**src/pkg/ssw_params.svh**
```systemverilog
// Functional notes
// - Ignore SYSREF within positive window after edge
// - Windows act only with auto phase enabled
// - Positive codes: zero, half, one, one-half clocks
// - Negative code 11 ignores 1.5 clocks before
// - Read-only 4-bit captured divider phase status
// - Zero windows: offset equals captured phase
// - 3-bit delay mode, reset 000 no delay
// - Mode 010 fine delay, steps 0-16
// - Mode 011 low-jitter fine, steps 0-16
// - Mode 100 fine delay, all 192 steps
// - Mode 110 fine plus superfine, full ranges
// - Ignore SYSREF within negative window before edge
// - Auto enable realigns divider; else unchanged
`ifndef SSW_PARAMS_SVH
`define SSW_PARAMS_SVH

// ==========================================================
// Register indices (byte address is four times the index)
`define SSW_IDX_DIV_RATIO 10'h108
`define SSW_IDX_DIV_CTRL 10'h10a
`define SSW_IDX_DIV_STATUS 10'h10b
`define SSW_IDX_DELAY_CTRL 10'h110
`define SSW_IDX_SYSREF_MODE 10'h120
`define SSW_IDX_PHASE_CAP 10'h129

// ==========================================================
// Field positions
`define SSW_AUTO_BIT 7
`define SSW_NEG_HI 3
`define SSW_NEG_LO 2
`define SSW_POS_HI 1
`define SSW_POS_LO 0
`define SSW_NIB_HI 3
`define SSW_MODE_HI 2
`define SSW_SMODE_HI 2
`define SSW_SMODE_LO 1

// ==========================================================
// Reset values
`define SSW_RATIO_RST 3'h1
`define SSW_WIN_RST 2'h0
`define SSW_NIB_RST 4'h0
`define SSW_MODE_RST 3'h0
`define SSW_SMODE_RST 2'h0
`define SSW_CNT_RST 3'h0
`define SSW_ZERO32 32'h0000_0000

// ==========================================================
// Delay mode codes
`define SSW_DLY_NONE 3'h0
`define SSW_DLY_FINE16 3'h2
`define SSW_DLY_FINE16_LJ 3'h3
`define SSW_DLY_FINE192 3'h4
`define SSW_DLY_FINE_SUPER 3'h6

`endif

```
**src/pkg/ssw_pkg.sv**
```systemverilog
package ssw_pkg;

  typedef enum logic [1:0] {
    SSW_APB_IDLE = 2'b01,
    SSW_APB_ACCESS = 2'b10
  } ssw_apb_state_type;

  typedef logic [3:0] ssw_half_type;

endpackage

```
**src/pkg/ssw_skew_if.sv**
```systemverilog
`timescale 1ns/1ps
interface ssw_skew_if;
  ssw_pkg::ssw_half_type phase_half;
  logic [4:0] period_half;
  logic [1:0] pos_win;
  logic [1:0] neg_win;
  logic ignore;

  modport top
  (
    output phase_half,
    output period_half,
    output pos_win,
    output neg_win,
    input ignore
  );

  modport filter
  (
    input phase_half,
    input period_half,
    input pos_win,
    input neg_win,
    output ignore
  );
endinterface

```
**src/rtl/ssw_skew_filter.sv**
```systemverilog
`timescale 1ns/1ps
`include "ssw_params.svh"
module ssw_skew_filter (
  // Window check
  ssw_skew_if.filter win
);

  // ==========================================================
  // Distances in half device clocks after the last divider edge and before the next one
  wire logic [4:0] after_edge;
  wire logic [4:0] before_edge;
  wire logic in_pos;
  wire logic in_neg;

  assign after_edge = {1'b0, win.phase_half};
  assign before_edge = win.period_half - after_edge;
  // Code value is the window width in half clocks, code 0 admits only the exact edge
  assign in_pos = after_edge <= {3'h0, win.pos_win};
  assign in_neg = before_edge <= {3'h0, win.neg_win};
  assign win.ignore = in_pos | in_neg;

endmodule

```
**src/rtl/ssw_top.sv**
```systemverilog
`timescale 1ns/1ps
`include "ssw_params.svh"
module ssw_top (
  // Clock and reset
  input wire logic clk,
  input wire logic rst,
  // APB slave
  input wire logic psel,
  input wire logic penable,
  input wire logic pwrite,
  input wire logic [11:0] paddr,
  input wire logic [31:0] pwdata,
  output logic [31:0] prdata,
  output logic pready,
  output logic pslverr,
  // SYSREF from the clock generator
  input wire logic sysref_in,
  input wire logic sysref_late,
  // Divider state
  output logic [2:0] div_phase,
  output logic realign_pulse,
  output logic sysref_ignored,
  // Sample clock delay path enables
  output logic fine_delay_en,
  output logic fine_full_range,
  output logic fine_low_jitter,
  output logic superfine_delay_en
);

  // ==========================================================
  // Functions
  function automatic logic [2:0] ssw_wrap_inc(input logic [2:0] cnt, input logic [2:0] ratio);
    logic [2:0] res;
    res = `SSW_CNT_RST;
    if (cnt < ratio)
    begin
      res = cnt + 3'h1;
    end
    return res;
  endfunction

  function automatic logic ssw_is_idx(input logic [11:0] addr, input logic [9:0] idx);
    return (addr[11:2] == idx) && (addr[1:0] == 2'h0);
  endfunction

  // ==========================================================
  // Registers
  ssw_pkg::ssw_apb_state_type state_reg;
  ssw_pkg::ssw_apb_state_type state_next;
  logic [31:0] prdata_reg;
  logic [31:0] prdata_next;
  logic pready_reg;
  logic pslverr_reg;
  logic pslverr_next;
  logic auto_en_reg;
  logic [1:0] neg_win_reg;
  logic [1:0] pos_win_reg;
  logic [3:0] offset_reg;
  logic [3:0] offset_next;
  logic [3:0] phase_cap_reg;
  logic [2:0] delay_mode_reg;
  logic [2:0] div_ratio_reg;
  logic [1:0] sysref_mode_reg;
  logic [2:0] cnt_reg;
  logic [2:0] cnt_next;
  logic sysref_d_reg;
  logic realign_reg;
  logic ignored_reg;
  logic fine_en_reg;
  logic fine_full_reg;
  logic fine_lj_reg;
  logic superfine_reg;

  // ==========================================================
  // APB decode
  wire logic setup_phase;
  wire logic access_done;
  wire logic wr_en;
  wire logic hit_ratio;
  wire logic hit_ctrl;
  wire logic hit_status;
  wire logic hit_delay;
  wire logic hit_smode;
  wire logic hit_cap;
  wire logic addr_hit;
  wire logic [31:0] rd_mux;

  assign setup_phase = psel & ~penable & (state_reg == ssw_pkg::SSW_APB_IDLE);
  assign access_done = psel & penable & pready_reg;
  assign hit_ratio = ssw_is_idx(paddr, `SSW_IDX_DIV_RATIO);
  assign hit_ctrl = ssw_is_idx(paddr, `SSW_IDX_DIV_CTRL);
  assign hit_status = ssw_is_idx(paddr, `SSW_IDX_DIV_STATUS);
  assign hit_delay = ssw_is_idx(paddr, `SSW_IDX_DELAY_CTRL);
  assign hit_smode = ssw_is_idx(paddr, `SSW_IDX_SYSREF_MODE);
  assign hit_cap = ssw_is_idx(paddr, `SSW_IDX_PHASE_CAP);
  assign addr_hit = hit_ratio | hit_ctrl | hit_status | hit_delay | hit_smode | hit_cap;
  // Writes to read-only registers are dropped silently, only unmapped addresses flag an error
  assign wr_en = access_done & pwrite & ~pslverr_reg;

  // Reserved bits read as zero
  assign rd_mux = hit_ratio ? {29'h0000_0000, div_ratio_reg} :
                  hit_ctrl ? {24'h00_0000, auto_en_reg, 3'h0, neg_win_reg, pos_win_reg} :
                  hit_status ? {28'h000_0000, offset_reg} :
                  hit_delay ? {29'h0000_0000, delay_mode_reg} :
                  hit_smode ? {29'h0000_0000, sysref_mode_reg, 1'b0} :
                  hit_cap ? {28'h000_0000, phase_cap_reg} :
                  `SSW_ZERO32;

  assign state_next = setup_phase ? ssw_pkg::SSW_APB_ACCESS :
                      access_done ? ssw_pkg::SSW_APB_IDLE : state_reg;
  assign prdata_next = (setup_phase & ~pwrite) ? rd_mux : `SSW_ZERO32;
  assign pslverr_next = setup_phase & ~addr_hit;

  // ==========================================================
  // SYSREF capture and divider
  ssw_skew_if skew_if ();

  wire logic sysref_rise;
  wire logic capture;
  wire logic realign;
  wire logic [3:0] ratio_plus;

  assign sysref_rise = sysref_in & ~sysref_d_reg;
  // Capture only while SYSREF mode is on and auto phase adjust is set
  assign capture = sysref_rise & (sysref_mode_reg != `SSW_SMODE_RST) & auto_en_reg;
  assign realign = capture & ~skew_if.ignore;
  assign ratio_plus = {1'b0, div_ratio_reg} + 4'h1;

  assign skew_if.phase_half = {cnt_reg, sysref_late};
  assign skew_if.period_half = {ratio_plus, 1'b0};
  assign skew_if.pos_win = pos_win_reg;
  assign skew_if.neg_win = neg_win_reg;

  ssw_skew_filter u_filter (
    .win(skew_if.filter)
  );

  // Realign places phase zero on the SYSREF cycle; a late half can not be removed on one clock
  assign cnt_next = realign ? ssw_wrap_inc(`SSW_CNT_RST, div_ratio_reg) :
                    ssw_wrap_inc(cnt_reg, div_ratio_reg);
  // With both windows zero nothing but the exact edge is ignored, so offset tracks the capture
  assign offset_next = skew_if.ignore ? `SSW_NIB_RST : skew_if.phase_half;

  // ==========================================================
  // Delay mode decode
  wire logic m_fine16;
  wire logic m_fine16_lj;
  wire logic m_fine192;
  wire logic m_super;

  // Undefined codes match none of these and leave every path off
  assign m_fine16 = delay_mode_reg == `SSW_DLY_FINE16;
  assign m_fine16_lj = delay_mode_reg == `SSW_DLY_FINE16_LJ;
  assign m_fine192 = delay_mode_reg == `SSW_DLY_FINE192;
  assign m_super = delay_mode_reg == `SSW_DLY_FINE_SUPER;

  // ==========================================================
  // APB slave flops
  always_ff @(posedge clk)
  begin
    if (rst)
    begin
      state_reg <= ssw_pkg::SSW_APB_IDLE;
      prdata_reg <= `SSW_ZERO32;
      pready_reg <= 1'b0;
      pslverr_reg <= 1'b0;
    end
    else
    begin
      state_reg <= state_next;
      prdata_reg <= prdata_next;
      pready_reg <= setup_phase;
      pslverr_reg <= pslverr_next;
    end
  end

  // ==========================================================
  // Software registers
  always_ff @(posedge clk)
  begin
    if (rst)
    begin
      auto_en_reg <= 1'b0;
      neg_win_reg <= `SSW_WIN_RST;
      pos_win_reg <= `SSW_WIN_RST;
      delay_mode_reg <= `SSW_MODE_RST;
      div_ratio_reg <= `SSW_RATIO_RST;
      sysref_mode_reg <= `SSW_SMODE_RST;
    end
    else if (wr_en)
    begin
      if (hit_ctrl)
      begin
        auto_en_reg <= pwdata[`SSW_AUTO_BIT];
        neg_win_reg <= pwdata[`SSW_NEG_HI:`SSW_NEG_LO];
        pos_win_reg <= pwdata[`SSW_POS_HI:`SSW_POS_LO];
      end
      if (hit_delay)
      begin
        delay_mode_reg <= pwdata[`SSW_MODE_HI:0];
      end
      if (hit_ratio)
      begin
        div_ratio_reg <= pwdata[`SSW_MODE_HI:0];
      end
      if (hit_smode)
      begin
        sysref_mode_reg <= pwdata[`SSW_SMODE_HI:`SSW_SMODE_LO];
      end
    end
  end

  // ==========================================================
  // Divider and capture state
  always_ff @(posedge clk)
  begin
    if (rst)
    begin
      cnt_reg <= `SSW_CNT_RST;
      sysref_d_reg <= 1'b0;
      offset_reg <= `SSW_NIB_RST;
      phase_cap_reg <= `SSW_NIB_RST;
      realign_reg <= 1'b0;
      ignored_reg <= 1'b0;
    end
    else
    begin
      cnt_reg <= cnt_next;
      sysref_d_reg <= sysref_in;
      realign_reg <= realign;
      ignored_reg <= capture & skew_if.ignore;
      if (capture)
      begin
        phase_cap_reg <= skew_if.phase_half;
        offset_reg <= offset_next;
      end
    end
  end

  // ==========================================================
  // Delay path enables
  always_ff @(posedge clk)
  begin
    if (rst)
    begin
      fine_en_reg <= 1'b0;
      fine_full_reg <= 1'b0;
      fine_lj_reg <= 1'b0;
      superfine_reg <= 1'b0;
    end
    else
    begin
      fine_en_reg <= m_fine16 | m_fine16_lj | m_fine192 | m_super;
      fine_full_reg <= m_fine192 | m_super;
      fine_lj_reg <= m_fine16_lj;
      superfine_reg <= m_super;
    end
  end

  // ==========================================================
  // Outputs
  assign prdata = prdata_reg;
  assign pready = pready_reg;
  assign pslverr = pslverr_reg;
  assign div_phase = cnt_reg;
  assign realign_pulse = realign_reg;
  assign sysref_ignored = ignored_reg;
  assign fine_delay_en = fine_en_reg;
  assign fine_full_range = fine_full_reg;
  assign fine_low_jitter = fine_lj_reg;
  assign superfine_delay_en = superfine_reg;

endmodule

```
**config.mk**
```make
export PLATFORM = sky130hd
export DESIGN_NAME = ssw_top
export DESIGN_NICKNAME = d
export VERILOG_FILES = /design/src/pkg/ssw_pkg.sv /design/src/pkg/ssw_skew_if.sv /design/src/rtl/ssw_skew_filter.sv /design/src/rtl/ssw_top.sv
export VERILOG_INCLUDE_DIRS = /design/src /design/src/pkg
export SDC_FILE = /design/constraint.sdc
export NUM_CORES = 1
export LEC_CHECK = 0
export ABC_AREA = 1
export BUFFER_PORTS_ARGS = -buffer_cell sky130_fd_sc_hd__buf_2
export CAP_MARGIN = 20
export CORE_MARGIN = 2
export CORE_UTILIZATION = 52
export CTS_CLUSTER_SIZE = 8
export DETAILED_ROUTE_END_ITERATION = 10
export PLACE_DENSITY = 0.86
export SETUP_SLACK_MARGIN = 0.05
export SKIP_LAST_GASP = 1
export SYNTH_ARGS = -nofsm -noshare
export SYNTH_HDL_FRONTEND = slang
export SYNTH_SLANG_ARGS = --single-unit
export TNS_END_PERCENT = 1
```
**constraint.sdc**
```tcl
create_clock -name clk -period 5.76 [get_ports clk]
set_clock_uncertainty 0.15 [all_clocks]
set_input_delay 1.728 -clock clk [delete_from_list [all_inputs] [get_ports clk]]
set_output_delay 1.728 -clock clk [all_outputs]
set_load 0.03 [all_outputs]
```
==> results.yml, run 1 <==
sta:
  finalSetupTns_ps: 0
  final.min_clock_period_ps: 3523
  tightest_slew_ps: 534.0
  finalSetupViolCount: 0
  rsz0062_at_grt: "false"
  hold_ws_ps: 302.8
  timing.fmax_ghz: 0.2839
  slew_headroom_pct: 63.48
  period_share_pct: 61.16
  drv_slew: 0
  hold_viol: 0
clock_tree:
  root_buffer: "clkbuf_8"
  cts_tree: "yes"
  post_cts_buffers: 0
  h-tree-depth: 2
  holdBufCountCts: 0
  clk_latency_ps: 290
  cts_resized: 0
  cts_made_buffers: 5
  path_clk_slew_ps: 70
  clockBufferDepth: 2
  clock-sinks: 40
global_route:
  overflow: 0
  grt_pass1_vias: 1841
  antenna_found_initial: 0
  grt_pass1_wl_um: 7845
  grt_max_degree: 25
  grt.total_usage_pct: 19.12
yosys:
  synth_area_um2: 2369
  ys_warn_count: 0
  synth_top_area_share_pct: 33.81
  synth_area_per_cell_um2: 7.425
  synth_cell_types: 36
  synth_seq_cells: 40
  yosys-top-cells-area: "dfxtp_1 34%, nand2_1 8.7%, buf_4 8.6%"
  synth_area_leader_cell: "dfxtp_1"
  ys_seq_area_share_pct: 33.81
  synth_cells: 319
finish:
  finalNetCount: 425
  area_growth_pct: 11.46
  largest_reg_flops: 5
  nFillCells: 403
  final_layout_size_suffix_gt1_share_pct: 20.78
  seq_area_um2: 800.8
  multi_input_area_um2: 1269
  insertedDiodeCount: 0
die:
  die_h_um: 71.49
  initial_utilization_pct: 54.02
  core-area_um2: 4384
  die_w_um: 71.49
  io_pins: 94
  dieArea_um2: 5111
  rows: 24
worst_setup_path:
  worst_ep_arrival_time_ps: 3530
  cp.required_ps: 5760
  slowest_delay_ps: 460
  crit_slowest_cell: "fa_1"
  crit_type: "primary input to flop"
  cp_cell_sequence: "buf_2 > inv_1 > fa_1 > ha_1 > inv_1 > o21bai_1 > a21oi_1 > nand3_1 > nand2_1 > inv_1 > nand2_1 > a21oi_1"
  worst-path-buf-inv: 4
  worstSetupStartpointType: "primary input"
  crit_path_end_kind: "flop"
  cp_top_family: "adder cells"
  crit_fanout: 5
  crit_top_cell: "inv_1"
status:
  status: "finished, final reports clean"
routing:
  first_iter_violations: 138
  finalWirelength_um: 4827
  vias: 2063
  avgRoutedWirePerCell_um: 11.69
  drtPass1Iterations: 5
  viasPerCell: 4.995
  drt.antenna.violating_nets: 0
  drc: 0
placement:
  portBuffers: 39
  gp_congestion: 0.8393
  dp_hpwl_um: 3698
pwr:
  p_int_uw: 518.4
  power_density_nw_per_um2: 286.7
  p_clk_share_pct: 34.7
  ir_drop_uv: 166.8
  p_sw_uw: 238.6
  swShare_pct: 31.52
  share_comb_of_total_power_pct: 25.9
  p_leak_nw: 1.310
  seqPwrFrac_pct: 39.4
hold_path:
  min_path_type: "flop to flop"
job:
  max_cap_violations: 0
[per-stage QoR]
| step | utilization (%) | instance area, µm² | setup WS [ps] | std cells | total power [mW] |
|---|---|---|---|---|---|
| CTS | 60.22 | 2640 | 2261 | 413 | 0.7580 |
| floorplan | - | 2466 | 2329 | 345 | 0.4632 |
| finish | 60.22 | 2640 | 2237 | 413 | 0.7570 |
| global route | 60.22 | 2640 | 2105 | 413 | 0.7947 |
| detailed placement | 57.28 | 2511 | 2008 | 406 | 0.4932 |
| global placement | 57.28 | 2511 | 2012 | 406 | 0.4871 |
[cell type report]
cell class | instances | area share [%]
multi-input cells | 227 | 48.06
repair buffers | 39 | 7.393
flip-flops and latches | 40 | 30.33
well taps | 52 | 2.464
inverters | 48 | 6.872
clock buffers | 5 | 2.607
clock inverters | 2 | 2.275
[power groups by stage]
stage | combinational (mW) | sequential [mW] | clock [mW]
after floorplan | 0.146 | 0.317 | 0
after global placement | 0.183 | 0.304 | 0
after detailed placement | 0.189 | 0.304 | 0
after CTS | 0.195 | 0.298 | 0.265
after global routing | 0.220 | 0.300 | 0.275
final | 0.196 | 0.298 | 0.263
[worst paths after layout]
check | from | endpoint | slack (ps) | cells past startpoint
setup / recovery | sysref_late | offset_reg[0] | 2240 | 12
hold / removal | delay_mode_reg[0] | superfine_delay_en | 300 | 1
setup reg to reg | div_phase[0] | offset_reg[0] | 3340 | 11
hold reg to reg | delay_mode_reg[0] | superfine_delay_en | 300 | 1
[kinds of logic after synthesis]
kind of cell / Yosys count / synth area share, %
and+or+nand+nor: 137 / 28.95
other: 1 / 0.1583
buffers and inverters: 78 / 16.75
DFF: 40 / 33.81
xor gates and xnor gates: 4 / 1.479
adders and majority gates: 13 / 7.184
AOI/OAI and AO/OA: 46 / 11.67
[cells in the final DEF, fill, tap and decap left out, types with 2 or more instances in the layout]
| cell type | Yosys | routed |
|---|---|---|
| nor2_4 | 5 | 5 |
| nor4_1 | 4 | 4 |
| nand2_4 | 2 | 2 |
| inv_2 | 2 | 2 |
| a21oi_1 | 21 | 21 |
| inv_1 | 45 | 45 |
| nor2_2 | 5 | 5 |
| ha_1 | 12 | 12 |
| a211oi_1 | 5 | 5 |
| nand2_2 | 4 | 4 |
| nand3_2 | 3 | 3 |
| clkbuf_8 | 0 | 5 |
| nor2_1 | 30 | 30 |
| o21ai_0 | 9 | 9 |
| nand2_1 | 55 | 55 |
| conb_1 | 1 | 27 |
| o21ai_1 | 3 | 3 |
| xor2_1 | 2 | 2 |
| nand3_1 | 21 | 21 |
| a31o_2 | 2 | 2 |
| dfxtp_1 | 40 | 40 |
| nor3_1 | 3 | 3 |
| xnor2_1 | 2 | 2 |
| nand4_1 | 2 | 2 |
| a211oi_2 | 2 | 2 |
| buf_2 | 1 | 39 |
| bufinv_16 | 0 | 2 |
[Yosys cell counts (all sizes together)]
master / instances
nand3: 24
o21ai: 12
a2111oi: 1
a31o: 2
clkbuf: 2
nor4: 4
nand3b: 1
conb: 1
clkinv: 1
fa: 1
o22ai: 1
nand4: 2
inv: 47
buf: 28
nand2: 61
ha: 12
dfxtp: 40
a21oi: 22
xnor2: 2
a211oi: 7
nor3: 4
xor2: 2
o21bai: 1
nor2: 41
[per-layer routing]
| layer | vias to the layer above | part of all wire [%] | GRT usage, % |
|---|---|---|---|
| li1 | 1054 | - | - |
| met5 | - | 0 | 0 |
| met3 | 6 | 5.6 | 3.657 |
| met1 | 929 | 45 | 24.16 |
| met4 | 0 | 0.89 | 4.822 |
| met2 | 74 | 49 | 33.54 |
No activity file was read; power rests on OpenSTA's default activity.
==> run 2: changes to the inputs <==
ABC_AREA = 0   (was 1)
CORE_UTILIZATION = 43   (was 52)
PLACE_DENSITY = 0.77   (was 0.86)
clock period = 3.2 ns   (was 5.76 ns; I/O delays follow)
==> run 2 against run 1 <==
Sequential share of layout area grew 0.19 points. Via count fell by 6.2%. Global-route usage down 2.3 points. Total power is 84% higher. Combinational power rose by 110%. Worst hold slack improved by 3.8 ps. First-iteration DRC count is 0.72% higher. Synthesized cell count down 17%. Design area down 0.62%. Area after synthesis decreased by 4.5%. Sequential power grew 80%. Largest power group unchanged.
==> results.yml, run 2 <==
pwr:
  p_int_uw: 946.2
  p_sw_uw: 446.5
  swShare_pct: 32.06
  power_density_nw_per_um2: 530.8
  p_clk_share_pct: 32.3
  ir_drop_uv: 190.8
  share_comb_of_total_power_pct: 29.3
  seqPwrFrac_pct: 38.4
  p_leak_nw: 1.195
placement:
  dp_slack_ps: -86.55
  gp_congestion: 0.9434
  portBuffers: 39
  dp_hpwl_um: 3670
yosys:
  synth-edff-count: 0
  synthFlopType: "dfxtp_1"
  synth_seq_cells: 40
  synth_area_um2: 2261
  synthArstFlopShare_pct: 0
  ys_seq_area_share_pct: 35.42
  synthTopCellsByCount: "40 x dfxtp_1, 29 x nor2_1, 27 x buf_4, 17 x nand2_1"
  yosysMostFrequentCell: "dfxtp_1"
  synth_cells: 264
  synth_top_area_share_pct: 35.42
  synth_area_leader_cell: "dfxtp_1"
  yosys-top-cells-area: "dfxtp_1 35%, buf_4 9.0%, ha_1 6.6%"
  synth_cell_types: 47
  ys_warn_count: 0
  synth_area_per_cell_um2: 8.564
die:
  rows: 26
  dieArea_um2: 5854
  core-area_um2: 5075
  io_pins: 94
  initial_utilization_pct: 44.55
  die_h_um: 76.51
  die_w_um: 76.51
routing:
  finalWirelength_um: 4835
  drc: 0
  viasPerCell: 5.055
  vias: 1936
  first_iter_violations: 139
  avgRoutedWirePerCell_um: 12.62
  drt.antenna.violating_nets: 0
  drtPass1Iterations: 4
global_route:
  grt_pass1_wl_um: 7941
  grt.total_usage_pct: 16.83
  antenna_found_initial: 0
  overflow: 0
  grt_pass1_vias: 1764
  grt_max_degree: 38
worst_setup_path:
  crit_path_end_kind: "flop"
  worst-path-buf-inv: 3
  cp_top_family: "simple AND/OR/NAND/NOR gates"
  slowest_delay_ps: 430
  crit_slowest_cell: "fa_1"
  worstSetupStartpointType: "primary input"
  crit_type: "primary input to flop"
  cp.required_ps: 3210
  worst_ep_arrival_time_ps: 3020
  cp_cell_sequence: "buf_2 > inv_1 > fa_1 > ha_1 > nor2b_1 > a2bb2oi_1 > nor4_1 > and2_0 > buf_4 > o22ai_1"
  crit_fanout: 6
clock_tree:
  clockBufferDepth: 2
  clk_latency_ps: 290
  path_clk_slew_ps: 70
  h-tree-depth: 2
  cts_resized: 0
  cts_tree: "yes"
  holdBufCountCts: 0
  root_buffer: "clkbuf_8"
  clock-sinks: 40
  cts_made_buffers: 5
  post_cts_buffers: 0
finish:
  insertedDiodeCount: 0
  area_growth_pct: 16.05
  largest_reg_flops: 5
  layout_commonest_cell: "dfxtp_1"
  mostFrequentLayoutCells: "40 x dfxtp_1, 39 x buf_2, 29 x nor2_1, 27 x conb_1, 17 x nand2_1"
  finalNetCount: 376
  nFillCells: 472
  final_layout_size_suffix_gt1_share_pct: 21.41
sta:
  final.min_clock_period_ps: 3009
  period_share_pct: 94.02
  finalWorstSetupSlack_ps: 191.2
  hold_viol: 0
  rsz0062_at_grt: "false"
  finalSetupTns_ps: 0
  timing.fmax_ghz: 0.3324
  finalSetupViolCount: 0
  drv_slew: 0
status:
  status: "finished, final reports clean"
hold_path:
  min_path_type: "flop to flop"
job:
  max_cap_violations: 0
==> run 2: power by group through the flow <==
stage / sequential, mW / combinational, mW / clock, mW
6_report: 0.535 / 0.408 / 0.450
5_1_grt: 0.537 / 0.445 / 0.482
4_1_cts: 0.534 / 0.406 / 0.456
3_5_place_dp: 0.546 / 0.401 / 0
3_3_place_gp: 0.545 / 0.387 / 0
2_1_floorplan: 0.575 / 0.278 / 0
==> run 2: cells by family (layout without fill, tap and decap cells) <==
kind of cell | after synthesis | count (layout) | synth area share [%]
other | 1 | 27 | 0.1659
muxes | 15 | 15 | 6.641
AOI/OAI and AO/OA | 40 | 40 | 11.46
xor gates and xnor gates | 4 | 4 | 1.549
and+or+nand+nor | 100 | 100 | 24.24
buffers and inverters | 51 | 74 | 13.00
adders and majority gates | 13 | 13 | 7.526
DFF | 40 | 40 | 35.42
==> run 2: layout make-up <==
class	count	area [µm²]	area share (%)
sequential	40	800.8	30.52
tap	70	87.58	3.338
clock buffer	7	96.34	3.672
timing repair buffer	52	292.8	11.16
multi-input combinational	199	1264	48.16
inverter	14	52.55	2.003
clock inverter	1	30.03	1.144
==> run 2: final timing paths <==
path / cells past startpoint / endpoint / slack, ps / from
worst min-delay path: 2 / phase_cap_reg[2] / 310 / phase_cap_reg[2]
worst min register to register: 2 / phase_cap_reg[2] / 310 / phase_cap_reg[2]
worst max-delay path: 10 / div_phase[0] / 190 / sysref_late
worst max register to register: 9 / div_phase[0] / 540 / div_phase[0]
==> run 2: worst reg2reg max path: cells and delay by family (launching register included) <==
family | cells | cell delay, ps
buffers and inverters | 2 | 260
adder cells (fa/ha/maj) | 2 | 800
AO/OA/AOI/OAI | 2 | 210
flip-flops | 1 | 330
AND/OR/NAND/NOR | 3 | 770
==> run 2: layer usage <==
metal  share of wire [%]  up-vias  global-route usage, %
met2                  45       76                  26.55
met3                 6.5        8                  4.502
met5                   0        -                      0
li1                    -      957                      -
met4                 1.9        0                  7.091
met1                  47      895                  21.71
==> run 2: stage by stage <==
step	power (mW)	utilization (%)	hold slack [ps]	instances	instance area, µm²
5_1_grt	1.465	51.70	327.8	383	2624
2_1_floorplan	0.8529	-	286.6	290	2359
3_3_place_gp	0.9313	49.21	295.9	375	2497
6_report	1.393	51.70	306.6	383	2624
4_1_cts	1.396	51.70	307.0	383	2624
3_5_place_dp	0.9470	49.21	296.7	375	2497
==> run 3: changes to the inputs <==
BUFFER_PORTS_ARGS = -buffer_cell sky130_fd_sc_hd__buf_4   (was -buffer_cell sky130_fd_sc_hd__buf_2)
==> run 3 against run 2 <==
Design area is 2.9% higher. Worst setup slack better by 49 ps. Final cell count is 0.78% lower. Register-to-register slack better by 50 ps. Clock power hardly changed. Combinational power is 2% higher. Highest routed layer unchanged.
==> results.yml, run 3 (synthesis gave the netlist of run 2 again) <==
die:
  die_h_um: 76.51
  io_pins: 94
  core-area_um2: 5075
  die_w_um: 76.51
  initial_utilization_pct: 44.55
  rows: 26
  dieArea_um2: 5854
finish:
  largest_reg_flops: 5
  mostFrequentLayoutCells: "49 x buf_4, 40 x dfxtp_1, 29 x nor2_1, 27 x conb_1, 17 x nand2_1"
  layout_commonest_cell: "buf_4"
  insertedDiodeCount: 0
  area_growth_pct: 19.37
  stdcell_count: 380
  fin_util_pct: 53.18
  final_layout_size_suffix_gt1_share_pct: 20.65
  final_cell_area_um2: 2699
  finalNetCount: 373
clock_tree:
  post_cts_buffers: 0
  clockBufferDepth: 2
  h-tree-depth: 2
  clk_latency_ps: 290
  holdBufCountCts: 0
  cts_tree: "yes"
  path_clk_slew_ps: 70
  clock-sinks: 40
  cts_made_buffers: 5
  root_buffer: "clkbuf_8"
  cts_resized: 0
placement:
  portBuffers: 39
  dp_cells: 372
  place_area_um2: 2572
  dp_hpwl_um: 3775
  dp_slack_ps: -40.66
  gp_congestion: 0.9372
routing:
  vias: 1935
  drc: 0
  drt.antenna.violating_nets: 0
  drtPass1Iterations: 5
  first_iter_violations: 103
  viasPerCell: 5.092
  avgRoutedWirePerCell_um: 12.99
  finalWirelength_um: 4935
worst_setup_path:
  crit_path_end_kind: "flop"
  r2r_end: "div_phase[0]"
  crit_fanout: 6
  worst-path-buf-inv: 3
  cp_cell_sequence: "buf_4 > inv_1 > fa_1 > ha_1 > nor2b_1 > a2bb2oi_1 > nor4_1 > and2_0 > buf_4 > o22ai_1"
  r2r_slack_ps: 590
  crit_type: "primary input to flop"
  crit_slowest_cell: "fa_1"
  reg2regPathDepth: 9
  r2r_start: "div_phase[0]"
  crit_top_cell: "buf_4"
  cp-startpoint: "sysref_late"
  worstSetupStartpointType: "primary input"
  cp.required_ps: 3210
  slowest_delay_ps: 430
  worst_ep_arrival_time_ps: 2970
  cp_top_family: "adder cells"
sta:
  finalSetupViolCount: 0
  finalSetupTns_ps: 0
  period_share_pct: 92.48
  hold_ws_ps: 310.3
  finalWorstSetupSlack_ps: 240.6
  timing.fmax_ghz: 0.3379
  rsz0062_at_grt: "false"
  final.min_clock_period_ps: 2959
  hold_viol: 0
  drv_slew: 0
global_route:
  grt_max_degree: 38
  overflow: 0
  grt.total_usage_pct: 16.94
  antenna_found_initial: 0
  grt_pass1_vias: 1796
  grt_pass1_wl_um: 8100
pwr:
  power_density_nw_per_um2: 518.9
  ir_drop_uv: 222.5
  p_int_uw: 960.3
  swShare_pct: 31.43
  p_leak_nw: 1.199
  p_total_mw: 1.400
  p_sw_uw: 440.1
  p_clk_share_pct: 31.9
  share_comb_of_total_power_pct: 29.8
  seqPwrFrac_pct: 38.2
hold_path:
  min_to: "phase_cap_reg[1]"
  worstHoldStart: "phase_cap_reg[1]"
  min_path_type: "flop to flop"
  hold_depth: 2
status:
  status: "finished, final reports clean"
job:
  max_cap_violations: 0
-- run 3: cell count changes in the layout (fill, tap and decap cells not counted), sizes merged --
cell | before | now
buf | 52 | 49
-- run 3: tightest hold or removal path, cell delays in order (launching register included) --
cell and delay [ps]:
dfxtp_1 310, nand2_1 50, a21oi_1 50
-- run 3: layer usage --
metal	global-route usage [%]	part of all wire [%]
met4	6.545	1.8
met2	28.14	46
met5	0	0
met3	3.081	6.8
met1	21.83	46
-- run 3: cell type report --
cell class              count  area, µm²
fillers                   487       2376
multi-input cells         199       1264
flip-flops and latches     40      800.8
repair buffers             49      367.9
clock buffers               7      96.34
well taps                  70      87.58
inverters                  14      52.55
clock inverters             1      30.03
-- run 3: worst max-delay path by stage --
stage | slack [ps] | cells after the start | end
final | 240 | 10 | div_phase[0]
after detailed placement | -40 | 10 | div_phase[0]
after global placement | -10 | 10 | div_phase[0]
after floorplan | 120 | 6 | div_ratio_reg[2]
after global routing | 120 | 10 | offset_reg[2]
after CTS | 240 | 10 | div_phase[0]
-- run 3: power groups by stage --
stage                     clock network [mW]  registers, mW  logic, mW
final                                  0.447          0.535      0.418
after global routing                   0.474          0.537      0.460
after CTS                              0.452          0.534      0.420
after detailed placement                   0          0.546      0.413
after global placement                     0          0.546      0.402
after floorplan                            0          0.575      0.278
